==> src/core/ubg_cfg.svh <==
// Purpose: Offsets, field positions, reset values and timing counts.
// Assumes: 25 MHz system clock, 24 MHz reference enable supplied by caller.
// Notes:   Register offsets follow the legacy port layout.
`ifndef UBG_CFG_SVH
`define UBG_CFG_SVH

`define UBG_ADDR_W        3
`define UBG_OFF_DIV_LOW   3'h0
`define UBG_OFF_IRQ_EN    3'h1
`define UBG_OFF_DIV_HIGH  3'h1
`define UBG_OFF_IRQ_STAT  3'h2
`define UBG_OFF_SPEED     3'h3
`define UBG_OFF_MODEM_CTL 3'h4
`define UBG_OFF_IRQ_MASK  3'h5
`define UBG_OFF_SCRATCH   3'h7
`define UBG_DLAB_BIT      7
`define UBG_SPEED_PRE_LO  0
`define UBG_SPEED_HS_LO   6
`define UBG_MCR_OUT_EN    3
`define UBG_IEN_RX        0
`define UBG_IEN_TX        1
`define UBG_IEN_LINE      2
`define UBG_IEN_MODEM     3
`define UBG_IEN_MASK      8'h0F
`define UBG_DIV_RESET     16'h000C
`define UBG_PRE_13_RESET  2'h0
`define UBG_PRE13_HALF    4'hD
`define UBG_PRE1625_NUM   5'h08
`define UBG_PRE1625_DEN   5'h0D
`define UBG_HS_CODE       2'h3

`endif

==> src/core/ubg_pkg.sv <==
// Purpose: Shared types of the interrupt enable and baud generator block.
// Assumes: Constants live in ubg_cfg.svh.
// Notes:   None.
package ubg_pkg;
  typedef enum logic [1:0] {
    UBG_PRE_13,
    UBG_PRE_1625,
    UBG_PRE_1
  } ubg_pre_t;
endpackage

==> src/core/ubg_tick_if.sv <==
// Purpose: Carries the reference enable and divisor to the generator.
// Assumes: Single clock domain.
// Notes:   None.
`timescale 1ns/100ps
interface ubg_tick_if;
  logic           ref_en;
  logic [15:0]    divisor;
  ubg_pkg::ubg_pre_t pre_sel;
  logic           hs_mode;
  logic           tick16;
  modport ctrl (output ref_en, output divisor, output pre_sel,
                output hs_mode, input tick16);
  modport gen  (input ref_en, input divisor, input pre_sel,
                input hs_mode, output tick16);
endinterface

==> src/core/ubg_ctrl.sv <==
// Purpose: Register file, interrupt gating and baud generator top.
// Assumes: ref_clk_i is a 24 MHz reference sampled in the 25 MHz domain.
// Notes:   Divisor latch access is bit 7 of the speed register.
//
// The address-and-strobe port and the register offsets were chosen for this implementation.
`timescale 1ns/100ps
`include "ubg_cfg.svh"
module ubg_ctrl (
  input  wire logic       mclk_i,
  input  wire logic       nrst_i,
  input  wire logic       ref_clk_i,
  input  wire logic [2:0] addr_i,
  input  wire logic [7:0] wdata_i,
  input  wire logic       wr_i,
  input  wire logic       rd_i,
  input  wire logic       rx_ready_i,
  input  wire logic       tx_empty_i,
  input  wire logic       line_status_i,
  input  wire logic       modem_change_i,
  output logic      [7:0] rdata_o,
  output logic            irq_o,
  output logic            ev_irq_o,
  output logic            tick16_o
);
  typedef struct packed {
    logic [2:0]  rsync;
    logic        ref_lvl;
    logic        ref_en;
    logic [7:0]  irq_enable;
    logic [7:0]  div_lo;
    logic [7:0]  div_hi;
    logic [7:0]  scratch_byte;
    logic [7:0]  speed_mode_config;
    logic [7:0]  modem_control_reg;
    logic [3:0]  ev_stat;
    logic [3:0]  ev_mask;
    logic [3:0]  src_prev;
    logic [7:0]  rdata;
    logic        irq;
    logic        ev_irq;
  } ubg_ctl_st_t;

  logic [1:0]  rst_sync_reg;
  logic        rst_n;
  ubg_ctl_st_t st_reg;
  ubg_ctl_st_t st_next;
  logic [3:0]  src;
  logic        dlab;

  ubg_tick_if tif ();

  function automatic logic hit(input logic [2:0] a, input logic [2:0] off);
    hit = (a == off);
  endfunction

  always_ff @(posedge mclk_i or negedge nrst_i) begin
    if (!nrst_i) begin
      rst_sync_reg <= 2'h0;
    end else begin
      rst_sync_reg <= {rst_sync_reg[0], 1'b1};
    end
  end
  assign rst_n = rst_sync_reg[1];

  assign src = {modem_change_i, line_status_i, tx_empty_i, rx_ready_i};
  assign dlab = st_reg.speed_mode_config[`UBG_DLAB_BIT];

  always_comb begin
    st_next = st_reg;
    st_next.rsync = {st_reg.rsync[1:0], ref_clk_i};
    if (st_reg.rsync[2] == st_reg.rsync[1]) begin
      st_next.ref_lvl = st_reg.rsync[2];
    end
    st_next.ref_en = st_next.ref_lvl & ~st_reg.ref_lvl;
    st_next.src_prev = src;
    if (wr_i) begin
      if (hit(addr_i, `UBG_OFF_DIV_LOW) && dlab) begin
        st_next.div_lo = wdata_i;
      end else if (hit(addr_i, `UBG_OFF_IRQ_EN) && dlab) begin
        st_next.div_hi = wdata_i;
      end else if (hit(addr_i, `UBG_OFF_IRQ_EN)) begin
        st_next.irq_enable = wdata_i & `UBG_IEN_MASK;
      end else if (hit(addr_i, `UBG_OFF_SPEED)) begin
        st_next.speed_mode_config = wdata_i;
      end else if (hit(addr_i, `UBG_OFF_MODEM_CTL)) begin
        st_next.modem_control_reg = wdata_i;
      end else if (hit(addr_i, `UBG_OFF_IRQ_MASK)) begin
        st_next.ev_mask = wdata_i[3:0];
      end else if (hit(addr_i, `UBG_OFF_SCRATCH)) begin
        st_next.scratch_byte = wdata_i;
      end
    end
    st_next.rdata = 8'h00;
    if (rd_i) begin
      case (addr_i)
        `UBG_OFF_DIV_LOW: st_next.rdata = dlab ? st_reg.div_lo : 8'h00;
        `UBG_OFF_IRQ_EN: begin
          st_next.rdata = dlab ? st_reg.div_hi : st_reg.irq_enable;
        end
        `UBG_OFF_IRQ_STAT: begin
          st_next.rdata = {4'h0, st_reg.ev_stat};
          st_next.ev_stat = 4'h0;
        end
        `UBG_OFF_SPEED:     st_next.rdata = st_reg.speed_mode_config;
        `UBG_OFF_MODEM_CTL: st_next.rdata = st_reg.modem_control_reg;
        `UBG_OFF_IRQ_MASK:  st_next.rdata = {4'h0, st_reg.ev_mask};
        `UBG_OFF_SCRATCH:   st_next.rdata = st_reg.scratch_byte;
        default:            st_next.rdata = 8'h00;
      endcase
    end
    // Set wins over read clear.
    st_next.ev_stat = st_next.ev_stat | (src & ~st_reg.src_prev);
    st_next.irq = st_reg.modem_control_reg[`UBG_MCR_OUT_EN]
      & |(src & st_reg.irq_enable[3:0]);
    st_next.ev_irq = |(st_next.ev_stat & st_next.ev_mask);
  end

  always_ff @(posedge mclk_i or negedge rst_n) begin
    if (!rst_n) begin
      st_reg <= '0;
      st_reg.div_lo <= 8'(`UBG_DIV_RESET);
    end else begin
      st_reg <= st_next;
    end
  end

  assign tif.ref_en = st_reg.ref_en;
  assign tif.divisor = {st_reg.div_hi, st_reg.div_lo};
  assign tif.hs_mode = (st_reg.speed_mode_config[`UBG_SPEED_HS_LO +: 2]
                        == `UBG_HS_CODE);
  always_comb begin
    case (st_reg.speed_mode_config[`UBG_SPEED_PRE_LO +: 2])
      2'h1:    tif.pre_sel = ubg_pkg::UBG_PRE_1625;
      2'h2:    tif.pre_sel = ubg_pkg::UBG_PRE_1;
      default: tif.pre_sel = ubg_pkg::UBG_PRE_13;
    endcase
  end

  ubg_prediv u_gen (
    .mclk_i  (mclk_i),
    .rst_n_i (rst_n),
    .tif     (tif)
  );

  assign rdata_o = st_reg.rdata;
  assign irq_o = st_reg.irq;
  assign ev_irq_o = st_reg.ev_irq;
  assign tick16_o = tif.tick16;
endmodule

==> src/core/ubg_prediv.sv <==
// Purpose: Pre-divider and divisor counter producing the 16x sample tick.
// Assumes: ref_en pulses once per 24 MHz reference period.
// Notes:   Divide by 1.625 alternates spacing by fractional accumulation.
`timescale 1ns/100ps
`include "ubg_cfg.svh"
module ubg_prediv (
  input  wire logic mclk_i,
  input  wire logic rst_n_i,
  ubg_tick_if.gen   tif
);
  typedef struct packed {
    logic [3:0]  pre_cnt;
    logic [4:0]  frac;
    logic [15:0] div_cnt;
    logic        tick;
  } ubg_gen_st_t;

  ubg_gen_st_t st_reg;
  ubg_gen_st_t st_next;
  logic        base_en;

  always_comb begin
    st_next = st_reg;
    st_next.tick = 1'b0;
    base_en = 1'b0;
    if (tif.ref_en) begin
      if (tif.hs_mode || tif.pre_sel == ubg_pkg::UBG_PRE_1) begin
        base_en = 1'b1;
      end else if (tif.pre_sel == ubg_pkg::UBG_PRE_1625) begin
        if (st_reg.frac + `UBG_PRE1625_NUM >= `UBG_PRE1625_DEN) begin
          st_next.frac = 5'(st_reg.frac + `UBG_PRE1625_NUM
                            - `UBG_PRE1625_DEN);
          base_en = 1'b1;
        end else begin
          st_next.frac = 5'(st_reg.frac + `UBG_PRE1625_NUM);
        end
      end else begin
        if (st_reg.pre_cnt >= 4'(`UBG_PRE13_HALF - 4'h1)) begin
          st_next.pre_cnt = 4'h0;
          base_en = 1'b1;
        end else begin
          st_next.pre_cnt = 4'(st_reg.pre_cnt + 4'h1);
        end
      end
    end
    if (base_en) begin
      if (st_reg.div_cnt <= 16'h0001) begin
        st_next.div_cnt = tif.divisor;
        st_next.tick = 1'b1;
      end else begin
        st_next.div_cnt = 16'(st_reg.div_cnt - 16'h0001);
      end
    end
  end

  always_ff @(posedge mclk_i or negedge rst_n_i) begin
    if (!rst_n_i) begin
      st_reg <= '0;
    end else begin
      st_reg <= st_next;
    end
  end

  assign tif.tick16 = st_reg.tick;
endmodule

==> config.mk <==
export PLATFORM = sky130hd
export DESIGN_NAME = ubg_ctrl
export DESIGN_NICKNAME = d
export VERILOG_FILES = /design/src/core/ubg_pkg.sv /design/src/core/ubg_tick_if.sv /design/src/core/ubg_ctrl.sv /design/src/core/ubg_prediv.sv
export VERILOG_INCLUDE_DIRS = /design/src /design/src/core
export SDC_FILE = /design/constraint.sdc
export NUM_CORES = 1
export LEC_CHECK = 0
export BUFFER_PORTS_ARGS = -buffer_cell sky130_fd_sc_hd__buf_2
export CAP_MARGIN = 20
export CORE_MARGIN = 2
export CORE_UTILIZATION = 65
export CTS_CLUSTER_SIZE = 40
export DETAILED_ROUTE_END_ITERATION = 12
export HOLD_SLACK_MARGIN = 0.05
export PLACE_DENSITY_LB_ADDON = 0.12
export SLEW_MARGIN = 20
export SYNTH_ARGS = -nofsm -noshare
export SYNTH_HDL_FRONTEND = slang
export SYNTH_SLANG_ARGS = --single-unit
==> constraint.sdc <==
create_clock -name mclk_i -period 6.05 [get_ports mclk_i]
set_clock_uncertainty 0.15 [all_clocks]
set_input_delay 1.21 -clock mclk_i [delete_from_list [all_inputs] [get_ports mclk_i]]
set_output_delay 1.21 -clock mclk_i [all_outputs]
set_load 0.1 [all_outputs]
==> flow_metrics.env, run 1 <==
export IMPL_run_status="completed"
export IMPL_overflow=0
export IMPL_drive_above_1_share_pct=23.44
export IMPL_synthTopCellsByCount="97 x dfrtp_1, 49 x mux2_2, 24 x inv_1, 24 x nand2_1, 23 x nor2_1"
export IMPL_max_freq_ghz=0.3580
export IMPL_routed_wl_um=9791
export IMPL_start_util_pct=66.15
export IMPL_synth_edf_count=0
export IMPL_place_gp_congestion=0.9025
export IMPL_core_area_um2=7137
export IMPL_cts_sinks=99
export IMPL_h_tree_depth=3
export IMPL_drv_cap=0
export IMPL_vdd_ir_drop_worst_mv=0.2346
export IMPL_ant_nets=0
export IMPL_maxSlewViolCount=0
export IMPL_synthCells=426
export IMPL_largest_register_ffs=57
export IMPL_synth_most_common_cell="dfrtp_1"
export IMPL_tightestPinTransition_ps=952.6
export IMPL_ys_seq_area_share_pct=52.53
export IMPL_postCtsHoldBufs=0
export IMPL_antenna_found_initial=0
export IMPL_clkTransAtPathRegs_ps=100
export IMPL_place_hpwl_um=6851
export IMPL_firstDrtPassIters=4
export IMPL_syn_nets=452
export IMPL_slew_headroom_pct=35.91
export IMPL_worst_setup_path_start_kind="flop"
export IMPL_synth_seq_cells=99
export IMPL_crit_type="flop to flop"
export IMPL_synthArstFlopShare_pct=100.0
export IMPL_grtUsageTotal_pct=26.51
export IMPL_vias=3383
export IMPL_dieArea_um2=7960
export IMPL_min_period_ps=2793
export IMPL_drt_vias_per_instance=6.185
export IMPL_synth_flop_cell="dfrtp_1"
export IMPL_critPathCaptureType="flop"
export IMPL_n_antenna_cell=0
export IMPL_fin_area_um2=5106
export IMPL_critPathRequiredTime_ps=6180
export IMPL_ios=31
export IMPL_cts_buffer_depth=2
export IMPL_synthTopCellsByArea="dfrtp_1 51%, mux2_2 12%, a21oi_1 2.3%, o21ai_0 1.9%, inv_1 1.9%"
export IMPL_finalHoldViolations=0
export IMPL_post_cts_buffers=0
export IMPL_setup_violations=0
export IMPL_final_fill_count=554
export IMPL_finalCritPeriodShare_pct=46.16
export IMPL_cts_root_buffer="clkbuf_8"
export IMPL_grt_max_degree=63
export IMPL_synth_top_area_share_pct=51.42
export IMPL_cts_resized=0
export IMPL_die_x_um=89.22
export IMPL_fin_tns_setup_ps=0
export IMPL_cp_endpoint="u_gen.st_reg[14]"
export IMPL_cp_startpoint="u_gen.st_reg[13]"
export IMPL_power_density_nw_per_um2=363.0
export IMPL_r2r_end="u_gen.st_reg[14]"
export IMPL_grt_pass1_vias=3146
export IMPL_die_y_um=89.22
export IMPL_drc_errors=0
export IMPL_rr_worst_depth=5
export IMPL_hold_path_class="flop to asynchronous set/reset pin"
export IMPL_row_count=31
export IMPL_port_buffers=30
export IMPL_cts_tree="built"
export IMPL_grt_pass1_wl_um=15930
export IMPL_p_leak_nw=2.274
export IMPL_syn2layout_area_growth_pct=8.163
export IMPL_avgSynthCellArea_um2=11.08
export IMPL_post_drt_wl_per_cell_um=17.90
export IMPL_critical_path_peak_fanout=18
export IMPL_dpl_instance_area_um2=4866
export IMPL_ff2ff_setup_slack_ps=3260
export IMPL_r2r_start="u_gen.st_reg[13]"
export IMPL_ys_warn_count=0
export IMPL_synth_area_um2=4721
export IMPL_finalNetCount=469
export IMPL_synth_top_area_cell="dfrtp_1"
export IMPL_rsz0062_at_grt="no"
export IMPL_critPathArrivalTime_ps=2930
export IMPL_synthDistinctLibCells=60
export IMPL_insertion_delay_ps=360
export IMPL_numCtsBuffers=9
export IMPL_initialDrtViolationCount=283
-- power by group --
group          switching [mW]  internal, mW
Sequential              0.134         0.801
Clock                   0.228         0.277
Combinational           0.232         0.182
-- critical path: stages, from the launching register on --
cell	delay (ps)
dfrtp_1	460
nor4_2	480
or4b_1	650
or2_1	520
a21oi_1	270
a2bb2oi_1	190
-- through the flow --
stage	power, mW	setup slack (ps)	cells	utilization [%]	hold slack [ps]
2_1_floorplan	1.242	2942	426	-	181.2
3_3_place_gp	1.329	3013	531	68.18	139.8
3_5_place_dp	1.357	2905	531	68.18	149.4
4_1_cts	1.860	3285	547	71.55	159.0
5_1_grt	1.953	3145	547	71.55	188.8
6_report	1.854	3257	547	71.55	138.9
-- metal layers --
layer  vias up  share of wire [%]  routed length [um]  global-route usage, %
met5         -                  0                   0                      0
met3        15                4.1                 401                  4.986
met4         0                1.3                 124                  7.056
met2        90                 49                4793                  42.09
li1       1587                  -                   -                      -
met1      1691                 46                4470                  38.04
-- final cells by class --
class | instances | area [um2] | share of cell area (%)
tap | 99 | 123.9 | 2.426
clock inverter | 6 | 112.6 | 2.205
clock buffer | 10 | 127.6 | 2.499
sequential | 99 | 2484 | 48.64
timing repair buffer | 31 | 157.7 | 3.087
multi-input combinational | 278 | 2011 | 39.38
inverter | 24 | 90.09 | 1.764
-- cells in the final DEF (no fill, tap or decap), types with 10 or more instances in the layout --
| cell type | count |
|---|---|
| dfrtp_1 | 96 |
| mux2_2 | 49 |
| buf_2 | 30 |
| inv_1 | 24 |
| nand2_1 | 24 |
| nor2_1 | 23 |
| a21oi_1 | 22 |
| o21ai_0 | 18 |
| nand3_1 | 13 |
| a22oi_1 | 10 |
-- kinds of logic after synthesis --
kind of cell,Yosys count,share of synthesized area (%)
AOI/OAI and AO/OA,102,14.58
muxes,57,13.38
buffers and inverters,49,4.877
DFF,99,52.53
and+or+nand+nor,106,11.82
adders and majority gates,7,1.802
xor gates and xnor gates,5,0.9276
other,1,0.07944
-- worst min path at each step --
stage                       to  slack, ps  cells past startpoint
2_1_floorplan  rst_sync_reg[1]        180                      0
3_3_place_gp             irq_o        140                      0
3_5_place_dp        st_reg[21]        150                      0
4_1_cts                  irq_o        160                      0
5_1_grt                  irq_o        190                      0
6_report                 irq_o        140                      0
Note: power is estimated with default switching activity, not from simulation.
==> inputs of run 2 (changes only) <==
CORE_UTILIZATION = 60   (was 65)
clock period = 2.6 ns   (was 6.05 ns; I/O delays follow)
==> run 2 against run 1 <==
Critical path depth increased by 2; setup slack got worse by 3100 ps; non-clock buffer count increased by 12; power increased by 120%; sequential power increased by 130%; first-iteration DRC count decreased by 23%; sequential share of layout area decreased by 0.74 points; final area increased by 1.5%; routed wire length decreased by 0.42%; hold slack got worse by 22 ps; clock power increased by 100%; clock-buffer cell count unchanged; critical path type unchanged; highest routed layer unchanged.
==> flow_metrics.env, run 2 (same netlist as run 1, synthesis figures left out) <==
export IMPL_run_status="completed"
export IMPL_finalNetCount=481
export IMPL_numCtsBuffers=9
export IMPL_start_util_pct=61.41
export IMPL_die_x_um=92.70
export IMPL_routed_wl_um=9750
export IMPL_crit_type="flop to flop"
export IMPL_power_frac_clock_pct=24.7
export IMPL_largest_register_ffs=57
export IMPL_port_buffers=30
export IMPL_drive_above_1_share_pct=25.43
export IMPL_overflow=0
export IMPL_post_drt_wl_per_cell_um=17.35
export IMPL_post_place_ws_ps=143.4
export IMPL_p_leak_nw=2.320
export IMPL_clkTransAtPathRegs_ps=100
export IMPL_intPower_mw=2.767
export IMPL_antenna_found_initial=0
export IMPL_slew_headroom_pct=61.77
export IMPL_syn2layout_area_growth_pct=9.833
export IMPL_place_hpwl_um=6926
export IMPL_finalHoldViolations=0
export IMPL_cts_root_buffer="clkbuf_8"
export IMPL_path_cells="inv_1 -> ha_1 -> or3b_2 -> or4_4 -> nor3_1 -> o2bb2ai_1 -> a21oi_1"
export IMPL_die_y_um=92.70
export IMPL_max_freq_ghz=0.4075
export IMPL_final_fill_count=614
export IMPL_min_period_ps=2454
export IMPL_vias=3404
export IMPL_critical_path_peak_fanout=5
export IMPL_grt_max_degree=55
export IMPL_mostFrequentLayoutCell="dfrtp_1"
export IMPL_power_frac_seq_pct=51.7
export IMPL_post_route_worst_setup_slack_ps=145.8
export IMPL_cts_tree="built"
export IMPL_multiInputGateArea_um2=2014
export IMPL_rsz0062_at_grt="no"
export IMPL_row_count=32
export IMPL_layout_common_cells="96 x dfrtp_1, 49 x mux2_2, 30 x buf_2"
export IMPL_rr_worst_depth=7
export IMPL_drc_errors=0
export IMPL_n_antenna_cell=0
export IMPL_drt_vias_per_instance=6.057
export IMPL_combPwrFrac_pct=23.6
export IMPL_setup_violations=0
export IMPL_critPathRequiredTime_ps=2680
export IMPL_dieArea_um2=8593
export IMPL_insertion_delay_ps=360
export IMPL_critPathArrivalTime_ps=2530
export IMPL_crit_buf_inv=1
export IMPL_ios=31
export IMPL_power_density_nw_per_um2=803.5
export IMPL_drv_cap=0
export IMPL_firstDrtPassIters=6
export IMPL_critPathCaptureType="flop"
export IMPL_critPathMaxStageDelay_ps=520
export IMPL_hold_path_cell_count=1
export IMPL_switchingPower_mw=1.400
export IMPL_crit_slowest_cell="or3b_2"
export IMPL_grt_pass1_wl_um=16570
export IMPL_place_gp_congestion=0.9096
export IMPL_grt_pass1_vias=3310
export IMPL_fin_tns_setup_ps=0
export IMPL_hold_path_class="input pin to flop"
export IMPL_grtUsageTotal_pct=24.77
export IMPL_initialDrtViolationCount=218
export IMPL_h_tree_depth=3
export IMPL_worst_setup_path_start_kind="flop"
export IMPL_vdd_ir_drop_worst_mv=0.4286
export IMPL_core_area_um2=7687
export IMPL_switching_share_pct=33.59
export IMPL_critical_path_top_delay_family="simple AND/OR/NAND/NOR gates"
export IMPL_maxSlewViolCount=0
export IMPL_crit_cells=7
export IMPL_seqCellArea_um2=2484
export IMPL_finalCritPeriodShare_pct=94.39
export IMPL_cts_buffer_depth=2
export IMPL_cts_sinks=99
export IMPL_tightestPinTransition_ps=571.4
export IMPL_ant_nets=0
## run 2: repair_timing
action                     CTS  global route
gates resized for setup      0             1
buffers inserted             0             0
setup endpoints to repair    0             1
hold endpoints to repair     2             0
hold buffers                 1             0
## run 2: final cells by class
class / count / share of cell area [%]
Inverter: 24 / 1.737
Sequential cell: 99 / 47.90
Clock buffer: 10 / 2.461
Timing Repair Buffer: 43 / 5.068
Clock inverter: 6 / 1.520
Tap cell: 102 / 2.461
Multi-Input combinational cell: 278 / 38.85
## run 2: metrics by stage
stage | instance area, um2 | hold WS (ps) | total power [mW] | instances | util [%]
2_1_floorplan | 4722 | 74.41 | 2.889 | 426 | -
3_3_place_gp | 4965 | 155.2 | 3.108 | 545 | 64.58
3_5_place_dp | 4965 | 158.0 | 3.159 | 545 | 64.58
4_1_cts | 5181 | 101.7 | 4.190 | 562 | 67.40
5_1_grt | 5185 | 104.8 | 4.409 | 562 | 67.45
6_report | 5185 | 116.7 | 4.166 | 562 | 67.45
## run 2: layer usage
layer | vias up | GRT usage, % | part of all wire (%)
li1 | 1603 | - | -
met1 | 1684 | 34.62 | 45
met2 | 106 | 41.12 | 50
met3 | 11 | 4.475 | 4.8
met4 | 0 | 5.270 | 0.56
met5 | - | 0 | 0
## run 2: final timing paths
path                                     to            start  slack, ps
hold reg to reg                  st_reg[21]  rst_sync_reg[1]        180
hold / removal                  st_next[73]        ref_clk_i        120
setup reg to reg           u_gen.st_reg[15]  u_gen.st_reg[2]        150
setup / recovery           u_gen.st_reg[15]  u_gen.st_reg[2]        150
min in group asynchronous        st_reg[21]  rst_sync_reg[1]        180
max in group asynchronous        st_reg[57]  rst_sync_reg[1]       1390
## run 2: power groups by stage
stage | Combinational (mW) | Sequential, mW | Clock (mW)
CTS | 0.990 | 2.15 | 1.05
finish | 0.985 | 2.15 | 1.03
floorplan | 0.746 | 2.14 | 0
global route | 1.10 | 2.20 | 1.11
global placement | 0.949 | 2.16 | 0
detailed placement | 0.982 | 2.18 | 0
